File: src/core/csb_cfg.svh
`ifndef CSB_CFG_SVH
`define CSB_CFG_SVH
// widths
`define CSB_DATA_W        18
`define CSB_ADDR_W        14
`define CSB_UNITS         8
`define CSB_UNIT_W        3
`define CSB_CHANS         4
// supply failure window: 10 us at 10 ns per cycle
`define CSB_FAIL_NS       10000
`define CSB_CLK_NS        10
`define CSB_FAIL_CYC      (`CSB_FAIL_NS / `CSB_CLK_NS)
`define CSB_CNT_W         11
`endif

File: src/core/csb_pkg.sv
package csb_pkg;
   typedef enum logic [2:0] {
      CSB_IDLE,
      CSB_ADDR,
      CSB_WAIT_RB,
      CSB_WAIT_RBF,
      CSB_WAIT_WB,
      CSB_WAIT_WBF,
      CSB_END
   } csb_state_t;
   typedef enum logic [1:0] {
      CSB_MODE_AUTO,
      CSB_MODE_MANUAL,
      CSB_MODE_TEST
   } csb_mode_t;
endpackage : csb_pkg

File: src/core/csb_core.sv
`timescale 1ns/1ps
`include "csb_cfg.svh"
module csb_core (
   input  wire logic                     clk_sys_i,
   input  wire logic                     rstn_i,
   // processor access request
   input  wire logic                     cpu_req_i,
   input  wire logic                     cpu_write_i,
   input  wire logic [`CSB_UNIT_W-1:0]   cpu_unit_i,
   input  wire logic [`CSB_ADDR_W-1:0]   cpu_addr_i,
   input  wire logic [`CSB_DATA_W-1:0]   cpu_wdata_i,
   output logic                          cpu_grant_o,
   output logic                          cpu_done_o,
   output logic [`CSB_DATA_W-1:0]        cpu_rdata_o,
   output logic                          cpu_perr_o,
   // autonomous channel requests
   input  wire logic [`CSB_CHANS-1:0]    chan_req_i,
   output logic [`CSB_CHANS-1:0]         chan_accept_o,
   // store bus
   output logic [`CSB_UNITS-1:0]         store_select_o,
   output logic                          trigger_read_o,
   output logic                          permit_write_o,
   output logic                          inhibit_readout_o,
   output logic [`CSB_DATA_W-1:0]        addr_data_o,
   input  wire logic                     read_busy_i,
   input  wire logic                     write_busy_i,
   input  wire logic [`CSB_DATA_W-1:0]   data_in_i,
   input  wire logic                     parity_err_i,
   // power and control panel
   input  wire logic                     store_interlock_i,
   input  wire logic                     switch_off_i,
   input  wire logic                     line_volt_fault_i,
   input  wire logic                     store_temp_fault_i,
   input  wire logic                     supply_ok_i,
   input  wire logic [1:0]               panel_mode_i,
   input  wire logic                     reset_key_i,
   input  wire logic                     jump_key_i,
   output logic                          store_reset_o,
   output logic                          cpu_reset_o,
   // program level
   input  wire logic [1:0]               prog_level_i,
   output logic                          level_indicator_low_o,
   output logic                          level_indicator_high_o
);
   // store bus, channel and panel inputs pass the three-stage synchroniser; processor request and level inputs do not
   localparam int NS = 2 + `CSB_DATA_W + 1 + `CSB_CHANS + 9;
   logic [NS-1:0] raw_w;
   logic [NS-1:0] syn_w;
   assign raw_w = {read_busy_i, write_busy_i, data_in_i, parity_err_i, chan_req_i,
                   store_interlock_i, switch_off_i, line_volt_fault_i, store_temp_fault_i,
                   supply_ok_i, panel_mode_i, reset_key_i, jump_key_i};
   csb_sync #(.W(NS)) u_sync (
      .clk_sys_i (clk_sys_i),
      .rstn_i    (rstn_i),
      .async_i   (raw_w),
      .sync_o    (syn_w)
   );
   logic                   rb_w;
   logic                   wb_w;
   logic [`CSB_DATA_W-1:0] din_w;
   logic                   perr_w;
   logic [`CSB_CHANS-1:0]  creq_w;
   logic                   ilk_w;
   logic                   off_w;
   logic                   vflt_w;
   logic                   tflt_w;
   logic                   sok_w;
   logic [1:0]             mode_w;
   logic                   rkey_w;
   logic                   jkey_w;
   assign {rb_w, wb_w, din_w, perr_w, creq_w, ilk_w, off_w, vflt_w, tflt_w,
           sok_w, mode_w, rkey_w, jkey_w} = syn_w;

   // fixed priority pick, lowest index first
   function automatic logic [`CSB_CHANS-1:0] pick(input logic [`CSB_CHANS-1:0] r);
      logic [`CSB_CHANS-1:0] g;
      g = '0;
      for (int i = `CSB_CHANS - 1; i >= 0; i--) begin
         if (r[i]) begin
            g = '0;
            g[i] = 1'b1;
         end
      end
      return g;
   endfunction : pick

   csb_pkg::csb_state_t    st_r;
   csb_pkg::csb_state_t    st_nxt;
   logic                   cpu_cyc_r;
   logic                   wr_r;
   logic [`CSB_UNIT_W-1:0] unit_r;
   logic [`CSB_DATA_W-1:0] wdata_r;
   logic [`CSB_DATA_W-1:0] bus_r;
   logic [`CSB_UNITS-1:0]  sel_r;
   logic                   trig_r;
   logic                   inh_r;
   logic [`CSB_CHANS-1:0]  acc_r;
   logic                   grant_r;
   logic                   done_r;
   logic [`CSB_DATA_W-1:0] rdata_r;
   logic                   perr_r;
   logic                   rb_d_r;
   logic                   wb_d_r;

   // arbitration decode: channels before processor
   logic [`CSB_CHANS-1:0]  win_w;
   logic                   any_chan_w;
   logic                   start_cpu_w;
   logic                   run_w;
   logic                   rb_fall_w;
   logic                   wb_fall_w;
   logic                   rb_rise_w;
   assign win_w       = pick(creq_w);
   assign any_chan_w  = |creq_w;
   assign start_cpu_w = cpu_req_i && !any_chan_w;
   assign run_w       = store_reset_o && !cpu_reset_o;
   assign rb_rise_w   = rb_w && !rb_d_r;
   assign rb_fall_w   = !rb_w && rb_d_r;
   assign wb_fall_w   = !wb_w && wb_d_r;

   // cycle sequencer; a channel cycle drives no bus, the channel does
   always_comb begin
      st_nxt = st_r;
      case (st_r)
         csb_pkg::CSB_IDLE: begin
            if (run_w && (any_chan_w || start_cpu_w)) begin
               st_nxt = any_chan_w ? csb_pkg::CSB_WAIT_WB : csb_pkg::CSB_ADDR;
            end
         end
         csb_pkg::CSB_ADDR:     st_nxt = csb_pkg::CSB_WAIT_RB;
         csb_pkg::CSB_WAIT_RB:  if (rb_rise_w) st_nxt = csb_pkg::CSB_WAIT_RBF;
         csb_pkg::CSB_WAIT_RBF: if (rb_fall_w) st_nxt = csb_pkg::CSB_WAIT_WB;
         csb_pkg::CSB_WAIT_WB:  if (wb_w) st_nxt = csb_pkg::CSB_WAIT_WBF;
         csb_pkg::CSB_WAIT_WBF: if (wb_fall_w) st_nxt = csb_pkg::CSB_END;
         csb_pkg::CSB_END:      st_nxt = csb_pkg::CSB_IDLE;
         default:               st_nxt = csb_pkg::CSB_IDLE;
      endcase
   end

   // state and busy edge history
   always_ff @(posedge clk_sys_i) begin
      if (!rstn_i || cpu_reset_o) begin
         st_r   <= csb_pkg::CSB_IDLE;
         rb_d_r <= 1'b0;
         wb_d_r <= 1'b0;
      end else begin
         st_r   <= st_nxt;
         rb_d_r <= rb_w;
         wb_d_r <= wb_w;
      end
   end

   // bus drive; strobes only raised a cycle after select and address settle
   always_ff @(posedge clk_sys_i) begin
      if (!rstn_i || cpu_reset_o) begin
         cpu_cyc_r <= 1'b0;
         wr_r      <= 1'b0;
         unit_r    <= '0;
         wdata_r   <= '0;
         bus_r     <= '0;
         sel_r     <= '0;
         trig_r    <= 1'b0;
         inh_r     <= 1'b0;
         acc_r     <= '0;
         grant_r   <= 1'b0;
      end else begin
         grant_r <= 1'b0;
         if (st_r == csb_pkg::CSB_IDLE && st_nxt != csb_pkg::CSB_IDLE) begin
            acc_r     <= win_w;
            cpu_cyc_r <= !any_chan_w;
            grant_r   <= !any_chan_w;
            if (!any_chan_w) begin
               wr_r    <= cpu_write_i;
               unit_r  <= cpu_unit_i;
               wdata_r <= cpu_wdata_i;
               bus_r   <= {{(`CSB_DATA_W-`CSB_ADDR_W){1'b0}}, cpu_addr_i};
               sel_r   <= `CSB_UNITS'(1) << cpu_unit_i;
            end
         end
         if (st_r == csb_pkg::CSB_ADDR) begin
            trig_r <= 1'b1;
            inh_r  <= wr_r;
         end
         // write data replaces the address once read busy is seen
         if (st_r == csb_pkg::CSB_WAIT_RB && rb_rise_w) begin
            bus_r <= wr_r ? wdata_r : '0;
         end
         if (st_r == csb_pkg::CSB_WAIT_WBF && wb_fall_w) begin
            trig_r    <= 1'b0;
            inh_r     <= 1'b0;
            bus_r     <= '0;
            sel_r     <= '0;
            acc_r     <= '0;
            cpu_cyc_r <= 1'b0;
         end
      end
   end
   logic unused_w;
   assign unused_w = ^unit_r;

   // read capture and completion back to the processor
   always_ff @(posedge clk_sys_i) begin
      if (!rstn_i) begin
         done_r  <= 1'b0;
         rdata_r <= '0;
         perr_r  <= 1'b0;
      end else begin
         done_r <= 1'b0;
         if (cpu_cyc_r && st_r == csb_pkg::CSB_WAIT_WBF) begin
            rdata_r <= din_w;
            perr_r  <= perr_r | perr_w;
         end
         if (st_r == csb_pkg::CSB_IDLE && st_nxt != csb_pkg::CSB_IDLE) begin
            perr_r <= 1'b0;
         end
         if (cpu_cyc_r && st_r == csb_pkg::CSB_WAIT_WBF && wb_fall_w) begin
            done_r <= 1'b1;
         end
      end
   end

   // supply failure timer: only outages longer than the window reset the machine
   logic [`CSB_CNT_W-1:0] fail_cnt_r;
   logic                  fail_long_w;
   assign fail_long_w = (fail_cnt_r >= `CSB_CNT_W'(`CSB_FAIL_CYC));
   always_ff @(posedge clk_sys_i) begin
      if (!rstn_i || sok_w) begin
         fail_cnt_r <= '0;
      end else if (!fail_long_w) begin
         fail_cnt_r <= fail_cnt_r + `CSB_CNT_W'(1);
      end
   end

   // store reset and processor reset; manual modes wait for the jump key
   logic hold_r;
   logic fault_w;
   logic manual_w;
   assign fault_w  = off_w || vflt_w || tflt_w || fail_long_w;
   assign manual_w = (mode_w != 2'(csb_pkg::CSB_MODE_AUTO));
   always_ff @(posedge clk_sys_i) begin
      if (!rstn_i) begin
         hold_r        <= 1'b1;
         store_reset_o <= 1'b0;
         cpu_reset_o   <= 1'b1;
      end else begin
         if (fault_w || (manual_w && rkey_w)) begin
            hold_r <= 1'b1;
         end else if (jkey_w || !manual_w) begin
            hold_r <= 1'b0;
         end
         store_reset_o <= !fault_w && ilk_w && !hold_r;
         cpu_reset_o   <= fault_w || hold_r;
      end
   end

   // registered outputs
   always_ff @(posedge clk_sys_i) begin
      if (!rstn_i) begin
         level_indicator_low_o  <= 1'b0;
         level_indicator_high_o <= 1'b0;
      end else begin
         level_indicator_low_o  <= prog_level_i[0];
         level_indicator_high_o <= prog_level_i[1];
      end
   end
   assign store_select_o    = sel_r;
   assign trigger_read_o    = trig_r;
   assign permit_write_o    = trig_r;
   assign inhibit_readout_o = inh_r;
   assign addr_data_o       = bus_r;
   assign chan_accept_o     = acc_r;
   assign cpu_grant_o       = grant_r;
   assign cpu_done_o        = done_r;
   assign cpu_rdata_o       = rdata_r;
   assign cpu_perr_o        = perr_r;
endmodule : csb_core

File: src/core/csb_sync.sv
`timescale 1ns/1ps
// three-stage input synchroniser; output changes once stages two and three agree
module csb_sync #(
   parameter int W = 1
) (
   input  wire logic         clk_sys_i,
   input  wire logic         rstn_i,
   input  wire logic [W-1:0] async_i,
   output logic      [W-1:0] sync_o
);
   logic [W-1:0] s1_r;
   logic [W-1:0] s2_r;
   logic [W-1:0] s3_r;
   logic [W-1:0] q_r;
   // first stage feeds only the second, avoiding metastable fan-out
   always_ff @(posedge clk_sys_i) begin
      if (!rstn_i) begin
         s1_r <= '0;
         s2_r <= '0;
         s3_r <= '0;
         q_r  <= '0;
      end else begin
         s1_r <= async_i;
         s2_r <= s1_r;
         s3_r <= s2_r;
         for (int i = 0; i < W; i++) begin
            if (s2_r[i] == s3_r[i]) begin
               q_r[i] <= s3_r[i];
            end
         end
      end
   end
   assign sync_o = q_r;
endmodule : csb_sync

File: config.mk
export PLATFORM = sky130hd
export DESIGN_NAME = csb_core
export DESIGN_NICKNAME = d
export VERILOG_FILES = /design/src/core/csb_pkg.sv /design/src/core/csb_core.sv /design/src/core/csb_sync.sv
export VERILOG_INCLUDE_DIRS = /design/src /design/src/core
export SDC_FILE = /design/constraint.sdc
export NUM_CORES = 1
export LEC_CHECK = 0
export BUFFER_PORTS_ARGS = -buffer_cell sky130_fd_sc_hd__buf_4
export CAP_MARGIN = 20
export CORE_MARGIN = 2
export CORE_UTILIZATION = 49
export DETAILED_ROUTE_END_ITERATION = 10
export PLACE_DENSITY_LB_ADDON = 0.3
export SLEW_MARGIN = 20
export SYNTH_ARGS = -nofsm -noshare
export SYNTH_HDL_FRONTEND = slang
export SYNTH_SLANG_ARGS = --single-unit
File: constraint.sdc
create_clock -name clk_sys_i -period 2.1 [get_ports clk_sys_i]
set_input_delay 0.105 -clock clk_sys_i [delete_from_list [all_inputs] [get_ports clk_sys_i]]
set_output_delay 0.105 -clock clk_sys_i [all_outputs]
set_load 0.05 [all_outputs]
==> out/qor.yml <==
logic_synthesis:
  ys_seq_elements: 230
  synth_compound_area_share_pct: 14.3
  synth_area_um2: 7610
  synth_adder_area_share_pct: 0.329
  synth_nets: 856
  synth_edf_count: 0
  netlist_top_cells_area: "dfxtp_1 60%, and2_1 8.5%, nand2_1 6.1%"
  async_flop_share_pct: 0
  synth_top_family_by_area: "simple AND/OR/NAND/NOR gates"
  synth.distinct_cells: 43
  synthXorXnorAreaFrac_pct: 0.690
  syn_area_per_cell_um2: 9.77
  yosysWarnings: 0
  synth_top_area_share_pct: 60.5
  synth-simple-area-share_pct: 20.9
  ys.flop_type: "dfxtp_1"
  netlist.top_cell.by_area: "dfxtp_1"
  seq_area_frac_synth_pct: 60.5
  synth.area.mux_share_pct: 0.542
  syn_inst: 779
timing:
  period_needed_ps: 2040
  worst-slew-pin-transition_ps: 611
  setup_viol: 0
  relSlewSlack_pct: 59.3
  tns_ps: 0
  report.final.slew_viol_count: 0
  fin_crit_sh_pct: 97.3
  hold_viol_final: 0
  timing.fmax_ghz: 0.489
  finalClockSkew_ps: 8.54
clock_network:
  cts_sinks: 230
  htree_levels: 1
  worstSkewPairLatency_ps: 500
  cts_buffers: 24
  path_clk_slew_ps: 60
  clockBufferDepth: 3
  root_buffer: "clkbuf_16"
  cts_tree: "yes"
die:
  num_rows: 45
  die_h_um: 129
  start_util_pct: 50.1
  die_area_um2: 16500
  io_pins: 133
  die_x_um: 129
  core_area_um2: 15200
setup_path:
  regToRegStartpoint: "u_sync.sync_o[9]"
  critical_path.reg2reg.endpoint: "store_select_o[2]"
  setup.worst_path.start_class: "register"
  crit_fanout: 3
  critPathCaptureType: "register"
  path_class: "register to register"
  crit_required_ps: 2530
  cp.arrival_ps: 2470
  r2r.worst_path.cells: 4
  r2r_slack_ps: 60
global_routing:
  gr-total-overflow: 0
  gr-max-usage-layer: "met2"
  use_met3_pct: 3.33
  use_met1_pct: 22.5
  grt_pass1_vias: 5484
  use_met2_pct: 32.3
  grt_start_max_net_pins: 89
  antenna_found_initial: 0
  grt_usage_pct: 18.3
  grt_first_pass_wirelength_mm: 25.2
detailed_routing:
  dr.pass1.iters: 5
  drc_errors: 0
  drt-total-wl_mm: 15.5
  viasPerCell: 4.95
  ant_nets: 0
  vias: 5899
  wl_per_cell_um: 13.0
  first_iter_violations: 255
placed_design:
  dp_hpwl_mm: 9.16
  dp_cells: 1076
  io_buffers: 132
  gp_congestion: 0.857
hold_path:
  hold_class: "input port to register"
  worstHoldStart: "cpu_req_i"
  holdPathEnd: "store_select_o[2]"
  hold_depth: 5
finish:
  final_nets: 1064
  drive_gt1_share_pct: 19.8
  final.fill_count: 1153
  antenna_cells: 0
  syn_to_final_growth_pct: 36.3
  instances_no_fill: 1191
  multiInputGateArea_um2: 2810
  seq_area_um2: 4610
job:
  drv_cap: 0
run_status:
  status: "finished, final reports clean"
power:
  power_leakage_nw: 4.06
  power_density_nw_per_um2: 862
  power.total_mw: 8.95
  peakVddDrop_mv: 0.645
## how the worst max path moves through the flow
stage / startpoint / endpoint / depth (start not counted)
global route: u_sync.sync_o[9] / store_select_o[2] / 4
global placement: u_sync.sync_o[9] / store_select_o[2] / 4
finish: u_sync.sync_o[9] / store_select_o[2] / 4
CTS: u_sync.sync_o[9] / store_select_o[2] / 4
floorplan: u_sync.sync_o[9] / store_select_o[2] / 5
detailed placement: u_sync.sync_o[9] / store_select_o[2] / 4
## final cells by class
cell class	count	share of cell area [%]
Clock buffer	37	7.23
Timing Repair Buffer	226	18.3
Tap cell	188	2.27
Multi-Input combinational cell	495	27.1
Inverter	10	0.362
Clock inverter	5	0.350
Sequential cell	230	44.4
## cell usage after synthesis (all sizes together) (3+ instances only)
master and instances:
nor2b 6, inv 10, a21oi 47, and3 4
clkbuf 42, and2 104, nand3 19, nand2b 6
nand4b 5, a22oi 15, a211oi 5, o21ai 34
a31oi 5, dfxtp 230, mux2i 3, xnor2 6
nor2 27, nand2 123, a32oi 4, or4b 3
a21boi 53
## repair_timing
item / CTS / global route
endpoints found under the setup margin: 0 / 3
gates resized for setup: 0 / 2
hold buffers: 73 / 0
buffers inserted: 0 / 0
endpoints found under the hold margin: 89 / 0
## flip-flops by register name, summed over array words and instances (netlist names), 3 cells and up
register,count
u_sync.s3_r,34
cpu_rdata_o,18
addr_data_o,18
u_sync.s1_r,34
st_r,3
wdata_r,18
u_sync.s2_r,34
u_sync.sync_o,34
chan_accept_o,4
store_select_o,8
fail_cnt_r,11
## worst max-delay path, cell delays in order, from the launching register on
cell and delay (ps):
dfxtp_1 300, or4_1 560, or4_4 530, or4b_1 470
a21oi_1 120
## routing by layer
metal	vias up	wire (um)
li1	3026	-
met1	2663	6770
met2	167	7460
met3	43	779
met4	0	450
met5	-	0
## layout by cell type (no fill, tap or decap), types with 5 or more instances in the layout
cell / count
clkbuf_16: 25
a21boi_0: 53
nand2b_1: 6
o21ai_0: 34
nand2_1: 123
xnor2_1: 6
a21oi_1: 47
nor2_1: 27
dfxtp_1: 228
a211oi_1: 5
dlygate4sd3_1: 73
a31oi_1: 5
nand4b_1: 5
and2_1: 104
inv_1: 10
buf_4: 151
nor2b_1: 6
clkbuf_8: 8
a22oi_1: 15
nand3_1: 19
## where the power goes
group | switching [mW] | total, mW | leakage (nW) | internal [mW]
logic | 0.147 | 0.397 | 1.79 | 0.251
clock network | 1.61 | 4.06 | 0.393 | 2.45
registers | 0.0350 | 4.49 | 1.87 | 4.45
## cells by family after synthesis
group,count (synthesis)
DFF,230
AOI/OAI and AO/OA,171
xor gates and xnor gates,6
adders and majority gates,2
buffers and inverters,54
and+or+nand+nor,312
muxes,4
## through the flow
| step | instance area [um2] | hold WS, ps | utilization (%) | worst slack [ps] |
|---|---|---|---|---|
| finish | 10400 | 166 | 68.3 | 56.9 |
| global route | 10400 | 201 | 68.3 | -26.0 |
| CTS | 10400 | 158 | 68.2 | 61.4 |
| detailed placement | 8850 | 315 | 58.2 | 78.8 |
| global placement | 8850 | 312 | 58.2 | 80.8 |
| floorplan | 7620 | 232 | - | 2.12 |
Note: power is estimated with default switching activity, not from simulation.
